<file path="config.mk">
export PLATFORM = sky130hd
export DESIGN_NAME = icsr_bank
export DESIGN_NICKNAME = d
export VERILOG_FILES = /design/src/hdl/icsr_pkg.sv /design/src/hdl/icsr_bank.sv
export VERILOG_INCLUDE_DIRS = /design/src /design/src/hdl
export SDC_FILE = /design/constraint.sdc
export NUM_CORES = 1
export LEC_CHECK = 0
export ABC_AREA = 1
export BUFFER_PORTS_ARGS = -buffer_cell sky130_fd_sc_hd__buf_2
export CORE_UTILIZATION = 35
export CTS_BUF_LIST = sky130_fd_sc_hd__clkbuf_16
export DETAILED_ROUTE_END_ITERATION = 7
export PLACE_DENSITY = 0.65
export SYNTH_ARGS = -nofsm -noshare
export SYNTH_HDL_FRONTEND = slang
export SYNTH_SLANG_ARGS = --single-unit
</file>
<file path="constraint.sdc">
create_clock -name clk_i -period 1.59 [get_ports clk_i]
set_input_delay 0.2385 -clock clk_i [delete_from_list [all_inputs] [get_ports clk_i]]
set_output_delay 0.2385 -clock clk_i [all_outputs]
set_load 0.02 [all_outputs]
</file>
<file path="src/hdl/icsr_regs.svh">
// Register selectors, field positions and fixed values of the interface register bank.
`ifndef ICSR_REGS_SVH
`define ICSR_REGS_SVH
`define ICSR_SEL_SELECT_EL1 4'h0
`define ICSR_SEL_SELECT_EL2 4'h1
`define ICSR_SEL_SELECT_EL3 4'h2
`define ICSR_SEL_ACTIVE_G0 4'h3
`define ICSR_SEL_ACTIVE_G1 4'h4
`define ICSR_SEL_SPLIT_G0 4'h5
`define ICSR_SEL_SPLIT_G1 4'h6
`define ICSR_SEL_VIRT_CTRL 4'h7
`define ICSR_SEL_END_G0 4'h8
`define ICSR_SEL_END_G1 4'h9
`define ICSR_SEL_DEACT 4'ha
`define ICSR_BIT_SRE 0
`define ICSR_BIT_FIQ_OFF 1
`define ICSR_BIT_IRQ_OFF 2
`define ICSR_BIT_LOWER_OK 3
`define ICSR_BIT_END_MODE 1
`define ICSR_BIT_SHARED_SPLIT 0
`define ICSR_CTRL_FIXED 32'h0000_8400
`define ICSR_SPLIT_MIN_G0 3'h2
`define ICSR_SPLIT_MIN_G1_S 3'h2
`define ICSR_SPLIT_MIN_G1_NS 3'h3
`define ICSR_SPLIT_RESET_G0 3'h2
`define ICSR_SPLIT_RESET_G1 3'h3
`define ICSR_SPLIT_MAX 3'h7
`define ICSR_ACTIVE_RESET 32'h0000_0000
`endif

</file>
<file path="src/hdl/icsr_pkg.sv">
// Types shared by the interface register bank.
package icsr_pkg;
  typedef logic [3:0] icsr_sel_t;
  typedef logic [31:0] icsr_word_t;
  typedef logic [2:0] icsr_split_t;
endpackage

</file>
<file path="src/hdl/icsr_bank.sv">
// System-register bank of the virtual interrupt-controller CPU interface.
`timescale 1ns/1ns
`include "icsr_regs.svh"
module icsr_bank #(
  parameter bit HAS_HYP = 1'b1
) (
  input wire logic clk_i,
  input wire logic reset_i,
  input wire logic wr_i,
  input wire logic rd_i,
  input wire icsr_pkg::icsr_sel_t sel_i,
  input wire logic secure_i,
  input wire logic from_el3_i,
  input wire icsr_pkg::icsr_word_t wdata_i,
  output icsr_pkg::icsr_word_t rdata_o,
  output logic irq_bypass_off_o,
  output logic fiq_bypass_off_o,
  output logic virt_end_split_mode_o,
  output logic virt_shared_split_point_o,
  output icsr_pkg::icsr_split_t split_g0_o,
  output icsr_pkg::icsr_split_t split_g1_o,
  output logic prio_drop_o,
  output logic deactivate_o,
  output logic deact_unpredictable_o
);
  import icsr_pkg::*;

  // Elaboration-time guard: the hidden level-2 view needs a two-valued switch.
  if (HAS_HYP !== 1'b0 && HAS_HYP !== 1'b1) begin : g_bad_hyp
    $error("HAS_HYP must be 0 or 1");
  end

  logic irq_bypass_off;
  logic fiq_bypass_off;
  logic end_mode;
  logic shared_split;
  icsr_word_t virt_active_prio_grp0;
  icsr_word_t virt_active_prio_grp1;
  icsr_split_t split_g0;
  icsr_split_t split_g1;
  icsr_split_t min_g1;
  icsr_split_t wsplit;
  icsr_split_t g1_read;
  icsr_split_t next_split_g0;
  icsr_split_t next_split_g1;
  icsr_word_t sel_word;
  icsr_word_t next_rdata;
  logic el2_hidden;
  logic wr_sel_view;
  logic wr_end;
  logic wr_deact;

  // Access decode for the select views and the end-of-interrupt writes.
  assign el2_hidden = !HAS_HYP && from_el3_i && sel_i == `ICSR_SEL_SELECT_EL2;
  assign wr_sel_view = wr_i && !el2_hidden && (sel_i == `ICSR_SEL_SELECT_EL1 ||
                       sel_i == `ICSR_SEL_SELECT_EL2 || sel_i == `ICSR_SEL_SELECT_EL3);
  assign wr_end = wr_i && (sel_i == `ICSR_SEL_END_G0 || sel_i == `ICSR_SEL_END_G1);
  assign wr_deact = wr_i && sel_i == `ICSR_SEL_DEACT;

  assign wsplit = wdata_i[2:0];
  assign min_g1 = secure_i ? `ICSR_SPLIT_MIN_G1_S : `ICSR_SPLIT_MIN_G1_NS;
  assign next_split_g0 = (wsplit < `ICSR_SPLIT_MIN_G0) ? `ICSR_SPLIT_MIN_G0 : wsplit;
  assign next_split_g1 = (wsplit < min_g1) ? min_g1 : wsplit;

  assign g1_read = !shared_split ? split_g1 :
                   (split_g0 == `ICSR_SPLIT_MAX) ? `ICSR_SPLIT_MAX : split_g0 + 3'h1;

  // Select-register read image; fixed bits are constants.
  always_comb begin
    sel_word = 32'h0000_0000;
    sel_word[`ICSR_BIT_SRE] = 1'b1;
    sel_word[`ICSR_BIT_IRQ_OFF] = irq_bypass_off;
    sel_word[`ICSR_BIT_FIQ_OFF] = fiq_bypass_off;
    sel_word[`ICSR_BIT_LOWER_OK] = (sel_i != `ICSR_SEL_SELECT_EL1);
  end

  // Read multiplexer; unmapped selectors read as zero.
  always_comb begin
    next_rdata = 32'h0000_0000;
    unique case (sel_i)
      `ICSR_SEL_SELECT_EL1, `ICSR_SEL_SELECT_EL3: begin
        next_rdata = sel_word;
      end
      `ICSR_SEL_SELECT_EL2: begin
        next_rdata = el2_hidden ? 32'h0000_0000 : sel_word;
      end
      `ICSR_SEL_ACTIVE_G0: begin
        next_rdata = virt_active_prio_grp0;
      end
      `ICSR_SEL_ACTIVE_G1: begin
        next_rdata = virt_active_prio_grp1;
      end
      `ICSR_SEL_SPLIT_G0: begin
        next_rdata = {29'h0, split_g0};
      end
      `ICSR_SEL_SPLIT_G1: begin
        next_rdata = {29'h0, g1_read};
      end
      `ICSR_SEL_VIRT_CTRL: begin
        next_rdata = `ICSR_CTRL_FIXED | {30'h0, end_mode, shared_split};
      end
      default: begin
        next_rdata = 32'h0000_0000;
      end
    endcase
  end

  // Bypass-disable storage common to the three select views; the level-2 view neither reads nor writes it while hidden.
  always_ff @(posedge clk_i) begin
    if (reset_i) begin
      irq_bypass_off <= 1'b0;
      fiq_bypass_off <= 1'b0;
    end else if (wr_sel_view) begin
      irq_bypass_off <= wdata_i[`ICSR_BIT_IRQ_OFF];
      fiq_bypass_off <= wdata_i[`ICSR_BIT_FIQ_OFF];
    end
  end

  // Active-priority registers, one bit per priority level.
  always_ff @(posedge clk_i) begin
    if (reset_i) begin
      virt_active_prio_grp0 <= `ICSR_ACTIVE_RESET;
      virt_active_prio_grp1 <= `ICSR_ACTIVE_RESET;
    end else if (wr_i) begin
      if (sel_i == `ICSR_SEL_ACTIVE_G0) begin
        virt_active_prio_grp0 <= wdata_i;
      end
      if (sel_i == `ICSR_SEL_ACTIVE_G1) begin
        virt_active_prio_grp1 <= wdata_i;
      end
    end
  end

  // Split points and control bits.
  always_ff @(posedge clk_i) begin
    if (reset_i) begin
      split_g0 <= `ICSR_SPLIT_RESET_G0;
      split_g1 <= `ICSR_SPLIT_RESET_G1;
      end_mode <= 1'b0;
      shared_split <= 1'b0;
    end else if (wr_i) begin
      if (sel_i == `ICSR_SEL_SPLIT_G0) begin
        split_g0 <= next_split_g0;
      end
      if (sel_i == `ICSR_SEL_SPLIT_G1 && !shared_split) begin
        split_g1 <= next_split_g1;
      end
      if (sel_i == `ICSR_SEL_VIRT_CTRL) begin
        end_mode <= wdata_i[`ICSR_BIT_END_MODE];
        shared_split <= wdata_i[`ICSR_BIT_SHARED_SPLIT];
      end
    end
  end

  // Registered read data, updated on every read.
  always_ff @(posedge clk_i) begin
    if (reset_i) begin
      rdata_o <= 32'h0000_0000;
    end else if (rd_i) begin
      rdata_o <= next_rdata;
    end
  end

  // Settings offered to the prioritisation logic.
  assign irq_bypass_off_o = irq_bypass_off;
  assign fiq_bypass_off_o = fiq_bypass_off;
  assign virt_end_split_mode_o = end_mode;
  assign virt_shared_split_point_o = shared_split;
  assign split_g0_o = split_g0;
  assign split_g1_o = shared_split ? split_g0 : split_g1;

  // End-of-interrupt effects as one-cycle strobes.
  // drop and deactivate
  assign prio_drop_o = wr_end;
  assign deactivate_o = end_mode ? wr_deact : wr_end;
  assign deact_unpredictable_o = wr_deact && !end_mode;
endmodule

</file>
---- Word-level counts from Yosys, hierarchy flattened ----
Index checks and enable logic that the tools add are counted.
word-level totals
  logic and storage cells ................. 49
  bits of input ports ..................... 42
  register bits after elaboration ......... 106
cells by class
  $add $sub $neg .......................... 1
  reductions and logical operators ........ 18
  magnitude comparators ................... 2
  multiplexer cells ....................... 8
  equality and inequality tests ........... 11
operators with widths
  operator                                             count
  one-hot mux 32 bit (6 select lines)                  1
  equality test 4 x 3 -> 1 bit, second input constant  4
  2-to-1 mux 3 bit                                     5
  equality test 4 bit, second input constant           3
  AND reduction 2 bit                                  5
  equality test 4 x 2 -> 1 bit, second input constant  2
  logical AND 1 bit                                    5
  equality test 4 x 1 -> 1 bit, second input constant  1
  zero test 4 bit                                      1
  nonzero test 4 bit                                   1
  adder 3 x 1 -> 3 bit, second input constant          1
  equality test 3 bit, second input constant           1
  logical OR 1 bit                                     3
  < comparator 3 x 2 -> 1 bit                          1
  < comparator 3 x 2 -> 1 bit, second input constant   1
  OR reduction 3 bit                                   1
  zero test 1 bit                                      2
  2-to-1 mux 1 bit                                     2

---- Longest topological paths before layout ----
Gate-level depths: netlist of the first run.
  depth in word-level cells ............... 4
  depth in mapped cells ................... 10

---- Worst setup path before layout of the first run ----
OpenSTA, ideal clock, no wires.
  kind .................................... input-to-output
  from .................................... in wr_i
  to ...................................... out deactivate_o
  data arrival time ....................... 1.338 ns
  data required time ...................... 1.351 ns
  buffers on the path ..................... 1
  cell stages on the path ................. 5
  path slack .............................. 0.014 ns
  path through ............................ buf_2 -> inv_1 -> nor3_1 -> nand2_1 -> o21ai_0
between the ends
  longest elaborated chain between the ends .. 2
  elaborated cells on any way between the ends .. 3
  classes of those cells .................. mux: 1; reduce/logical: 2
ends and longest elaborated chain
  element                line              RTL
  start, declared        icsr_bank.sv:9    input wire logic wr_i,
  logical AND 1 bit      icsr_bank.sv:57   assign wr_end = wr_i && (sel_i == `ICSR_SEL_END_G0 || sel_i == `ICSR_SEL_END_G1);
  named net prio_drop_o  icsr_bank.sv:22   output logic prio_drop_o,
  2-to-1 mux 1 bit       icsr_bank.sv:175  assign deactivate_o = end_mode ? wr_deact : wr_end;
  end, declared          icsr_bank.sv:23   output logic deactivate_o,
The timed path passes the listed nets, and every way through them passes these cells.

---- Final worst setup path of the first run ----
  from .................................... reg shared_split (netlist: virt_shared_split_point_o)
  to ...................................... out split_g1_o[1]
between the ends
  longest elaborated chain between the ends .. 1
ends and longest elaborated chain
  element                 line              RTL
  start, declared         icsr_bank.sv:36   logic shared_split;
  start signal, assigned  icsr_bank.sv:150  shared_split <= wdata_i[`ICSR_BIT_SHARED_SPLIT];
  2-to-1 mux 3 bit        icsr_bank.sv:170  assign split_g1_o = shared_split ? split_g0 : split_g1;
  end, declared           icsr_bank.sv:21   output icsr_pkg::icsr_split_t split_g1_o,
Every way passes these cells.

==> summary.md, run 1 <==
| Metric | Value |
|---|---|
| Reg power frac | `between 40% and 50%` |
| Hold-fix buffer count after cts | `0` |
| Largest cells by area after synthesis | `dfxtp_1 (47%), nand2_1 (9.8%), a21oi_1 (9.4%)` |
| Worst-path clk slew | `70 ps` |
| Clock Latency Late Sink | `approximately 350 ps` |
| Max-slew violations | `0` |
| Worst Setup Start Kind | `flop` |
| CTS max path bufs | `2` |
| Initial Util | `between 30% and 40%` |
| Pwr/cell area | `1010 nW/um2` |
| Combinational Power Share | `under 10%` |
| Fraction of registers with async set/reset | `0%` |
| Status | `finished clean` |
| Htree depth | `3` |
| Max Cap Violations | `0` |
| FILL cells | `~1.3k` |
| CP Cell Sequence | `inv_1 -> nand2_1 -> nand2_1 -> buf_2` |
| FF+latch count, synth | `around 110` |
| Slew margin rel. | `60.0%` |
| Psw | `roughly 1.3 mW` |
| Worst Skew | `4.93 ps` |
| Most common cell in the netlist | `nand2_1` |
| CP Capture Type | `output port` |
| Die area | `roughly 13000 um2` |
| Critical R2R Launch | `split_g0_o[1]` |
| Post-CTS Setup Bufs | `0` |
| Clk pwr share | `between 40 and 50%` |
| Gr ovfl total | `0` |
| Setup-failing EPs final | `0` |
| Slowest cell on crit path | `dfxtp_1` |
| WP data required | `about 1400 ps` |
| Post-Syn Area | `about 4500 um2` |
| Avg WL per Cell | `approximately 13 um` |
| Leak Pwr | `2.05 nW` |
| Crit path time final | `approximately 1500 ps` |
| Commonest cells in the netlist | `nand2_1 (119), dfxtp_1 (106), a21oi_1 (85)` |
| Die Wd | `around 120 um` |
| Unique masters post-synth | `25` |
| IO buf count | `85` |
| Root Driver | `clkbuf_16` |
| Worst vdd ir | `about 0.44 mV` |
| DR pass1 iterations | `7` |
| Fin Hold WS | `around 170 ps` |
| Antenna Nets Post-Route | `0` |
| IO Count | `87` |
| Setup TNS | `0 ps` |
| CP max stage delay | `~480 ps` |
| Total number of placement rows | `41` |
| Number of global-route vias before repair | `3807` |
| Final GP Congestion | `between 0.8 and 0.9` |
| Initial antenna violation count | `0` |
| Top cell by count, worst path | `nand2_1` |
| EDFF count, synth | `0` |
| RSZ-0062 raised after global routing | `false` |
| Top FF cell, synth | `dfxtp_1` |
| Synthesized netlist cell count | `a little under 600` |
| Synth area leader | `dfxtp_1` |
| Nets | `roughly 700` |
| Fin crit share | `about 94%` |
| CTS buffer count | `9` |
| Sequential share of the synthesized area | `46.8%` |
| Layout cell share with drive strength beyond 1 | `25.0%` |
| Cell internal pwr | `roughly 4.2 mW` |
| Yosys top cell area share | `46.8%` |
| Post-CTS Resized | `0` |
| Worst Max-Slew Pin Slew | `between 600 and 700 ps` |
| Routed via count | `between 4k and 5k` |
| Ant. Diodes | `0` |
| Final Hold Fails | `0` |
| Tightest Hold Check Type | `input pin to flop` |
| Routed Wire Length | `roughly 11000 um` |
| Synth Net Count | `approximately 630` |
| CTS tree | `yes` |
| First-pass GRT wire length | `17700 um` |
| Clk sinks | `roughly 110` |
| Largest fanout on the critical path | `9` |
| Core area | `about 13000 um2` |
| Critical Path AT | `roughly 1300 ps` |
| Switching Share | `between 20% and 30%` |
| Critical path startpoint | `virt_shared_split_point_o` |
| Yosys warning count | `0` |
| Util after Layout | `42.9%` |
| Register area | `~2100 um2` |
| Hold Path Origin | `wdata_i[10]` |
| First DRT Iteration DRCs | `263` |
| Syn_area_per_cell | `7.77 um2` |
| Final routed DRC violation total | `0` |
| Layout area overhead | `19.2%` |
| Largest net degree at the start of global routing | `64` |
| FMAX | `~670 MHz` |
| Final HPWL DP | `7400 um` |
| Total GRT Usage | `between 15 and 20%` |
| Area of the multi-input gates | `about 1900 um2` |
| WS Path Type | `flop to output port` |
| DIE HEIGHT | `between 100 and 150 um` |
| DR vias/cell | `roughly 5` |
## worst max-delay path: cells and delay by family, from the launching register on
kind,cells,cell delay (ps)
and+or+nand+nor,2,160
buffers and inverters,2,270
DFF,1,480
## sequential cells by signal, summed over array words and instances (netlist names)
name and cells:
virt_end_split_mode_o 1, fiq_bypass_off_o 1, virt_shared_split_point_o 1, irq_bypass_off_o 1
virt_active_prio_grp1 32, split_g1 3, rdata_o 32, split_g0_o 3
virt_active_prio_grp0 32
## cell type report
cell class,instances,area share [%]
clock buffer,9,4.16
multi-input combinational,363,35.5
timing repair buffer,100,10.2
tap,172,3.98
sequential,106,39.2
clock inverter,7,1.55
inverter,76,5.37
## layer usage
metal | global-route usage, % | part of all wire [%] | up-vias
li1 | - | - | 2058
met1 | 20.6 | 46 | 1915
met2 | 29.0 | 48 | 97
met3 | 3.14 | 4.1 | 18
met4 | 7.86 | 1.9 | 0
met5 | 0 | 0 | -
## per-stage QoR
step | cell area (um2) | setup WS [ps] | power, mW | instances
after global placement | 5100 | 139 | 3.15 | 817
after global routing | 5410 | 11.9 | 5.64 | 833
after detailed placement | 5100 | 64.0 | 3.17 | 817
final | 5410 | 98.0 | 5.44 | 833
after floorplan | 4540 | 13.5 | 3.02 | 584
after CTS | 5410 | 90.5 | 5.51 | 833
## cell usage in the layout (no fill, tap or decap), types with 6 or more instances in the layout
cell	count
o21ai_0	63
clkbuf_16	9
inv_1	74
buf_4	14
dfxtp_1	106
o21ai_1	6
buf_2	85
nor2_1	10
a21oi_1	85
nand2_1	117
a21oi_2	20
nand3_1	22
o22ai_2	20
o22ai_1	6
## cell families (layout without fill, tap and decap cells)
family                     Yosys count  after routing  synth area share [%]
adders and majority gates            1              1                 0.276
and+or+nand+nor                    159            159                  14.3
buffers and inverters              115            192                  11.0
DFF                                106            106                  46.8
AOI/OAI and AO/OA                  203            203                  27.7
## final timing paths
path / to / slack, ps / cells past startpoint
hold reg to reg: split_g1[2] / 450 / 2
setup reg to reg: rdata_o[1] / 240 / 9
hold / removal: virt_active_prio_grp0[10] / 170 / 3
setup / recovery: split_g1_o[1] / 100 / 4
## power groups by stage
stage	logic, mW	clock network, mW	registers [mW]
finish	0.390	2.34	2.72
global route	0.435	2.49	2.72
CTS	0.393	2.40	2.72
detailed placement	0.391	0	2.78
global placement	0.379	0	2.78
floorplan	0.234	0	2.78
Power figures use the tool's default switching activity.
==> inputs of run 2 (changes only) <==
Settings changed: RECOVER_POWER set to 100, REMOVE_ABC_BUFFERS set to 1.
==> run 2 against run 1 <==
  * Clock power is 8% lower
  * First-iteration DRC count fell by 15%
  * Via count down 2.2%
  * Final cell count did not move
  * Global-route usage is 0.30 points higher
  * Routed wire length is 0.69% higher
  * Largest cell class unchanged
==> summary.md, run 2 (synthesis results as in run 1) <==
| Metric | Value |
|---|---|
| Worst Setup Start Kind | `input pin` |
| Fin crit share | `about nine tenths` |
| Total number of placement rows | `41` |
| CTS max path bufs | `2` |
| WS Path Type | `input pin to output port` |
| Top flop regs | `rdata_o x32, virt_active_prio_grp0 x32, virt_active_prio_grp1 x32` |
| Routed Wire Length | `11100 um` |
| Layout cell share with drive strength beyond 1 | `15.1%` |
| Initial antenna violation count | `0` |
| Nets | `~700` |
| Final GP Congestion | `between 0.8 and 0.9` |
| Final Non-Filler Cells | `around 830` |
| Pwr/cell area | `between 1000 and 1500 nW/um2` |
| Fin Hold WS | `around 180 ps` |
| Clk sinks | `106` |
| Most frequent cells in the layout | `nand2_1 (117), dfxtp_1 (105), a21oi_1 (87)` |
| DIE HEIGHT | `~120 um` |
| IO buf count | `85` |
| Final routed DRC violation total | `0` |
| CP Capture Type | `output port` |
| Die area | `13400 um2` |
| First DRT Iteration DRCs | `roughly 220` |
| Avg WL per Cell | `~13 um` |
| Worst vdd ir | `0.447 mV` |
| Worst Max-Slew Pin Slew | `~640 ps` |
| CTS tree | `yes` |
| Ant. Diodes | `0` |
| Gr ovfl total | `0` |
| Largest fanout on the critical path | `13` |
| Worst Skew | `about 3.8 ps` |
| Total GRT Usage | `roughly 17%` |
| Max Cap Violations | `0` |
| Die Wd | `around 120 um` |
| IO Count | `87` |
| Commonest non-fill, non-tap cell in the layout | `nand2_1` |
| Post-CTS Setup Bufs | `0` |
| Worst-path clk slew | `about 70 ps` |
| Placed cells | `just over 800` |
| Leak Pwr | `about 1.8 nW` |
| Largest net degree at the start of global routing | `64` |
| CTS buffer count | `9` |
| Area of the multi-input gates | `1810 um2` |
| Root Driver | `clkbuf_16` |
| Final HPWL DP | `~7200 um` |
| First-pass GRT wire length | `between 15000 and 20000 um` |
| FILL cells | `1360` |
| Crit path time final | `between 1000 and 1500 ps` |
| Tightest Hold Check Type | `input pin to flop` |
| Initial Util | `a little over a third` |
| Setup-failing EPs final | `0` |
| Status | `finished clean` |
| FMAX | `around 700 MHz` |
| Core area | `around 13000 um2` |
| Placed Area | `5100 um2` |
| Number of global-route vias before repair | `~3.9k` |
| Antenna Nets Post-Route | `0` |
| Register area | `2120 um2` |
| Clock Latency Late Sink | `340 ps` |
| WP data required | `about 1400 ps` |
| Setup TNS | `0 ps` |
| DR vias/cell | `4.80` |
| Routed via count | `3998` |
| Final Hold Fails | `0` |
| Htree depth | `3` |
| Layout area overhead | `14.6%` |
| Critical Path AT | `between 1000 and 1500 ps` |
| DR pass1 iterations | `4` |
| RSZ-0062 raised after global routing | `false` |
| Post-route cell area | `around 5200 um2` |
| Max-slew violations | `0` |
| Slew margin rel. | `approximately 58%` |
## run 2: area by class of cell
type,count,share of cell area [%]
well taps,172,4.14
multi-input cells,363,34.8
clock buffers,9,4.33
repair buffers,100,9.28
inverters,76,5.48
clock inverters,7,1.18
flip-flops and latches,106,40.8
## run 2: worst paths after layout
path              slack [ps]                      start                   endpoint  depth (start not counted)
setup reg to reg         280              split_g0_o[0]                 rdata_o[2]                          7
hold reg to reg          450  virt_active_prio_grp0[26]  virt_active_prio_grp0[26]                          2
hold / removal           180                wdata_i[15]  virt_active_prio_grp0[15]                          3
setup / recovery         170                       wr_i               deactivate_o                          6
## run 2: layer usage
metal	vias up	GRT usage (%)	share of wire (%)
met5	-	0	0
met4	0	5.64	1.0
met3	12	3.50	3.9
met2	81	30.4	48
met1	1850	21.0	47
li1	2055	-	-
## run 2: per-stage QoR
stage          total power [mW]  utilization, %  setup slack [ps]
6_report                   5.25            41.2               169
5_1_grt                    5.45            41.2              50.0
4_1_cts                    5.31            42.7              65.3
3_5_place_dp               3.17            40.4               116
3_3_place_gp               3.16            40.4               141
2_1_floorplan              2.96               -              -418
## run 2: report_power, final
part	internal [mW]	switching (mW)	total [mW]	leakage, nW
Sequential	2.70	0.0179	2.72	0.857
Clock	1.20	0.952	2.15	0.138
Combinational	0.117	0.259	0.377	0.841
## run 2: timing repair
action | CTS | global route
setup endpoints to repair | 0 | 2
gates resized for setup | 0 | 1
hold buffers | 0 | 0
## run 2: worst max-delay path, stage by stage
cell and delay, ps:
clkbuf_2 270, inv_1 80, nor3_1 250, nand2_1 70
o21ai_0 80, clkbuf_2 190
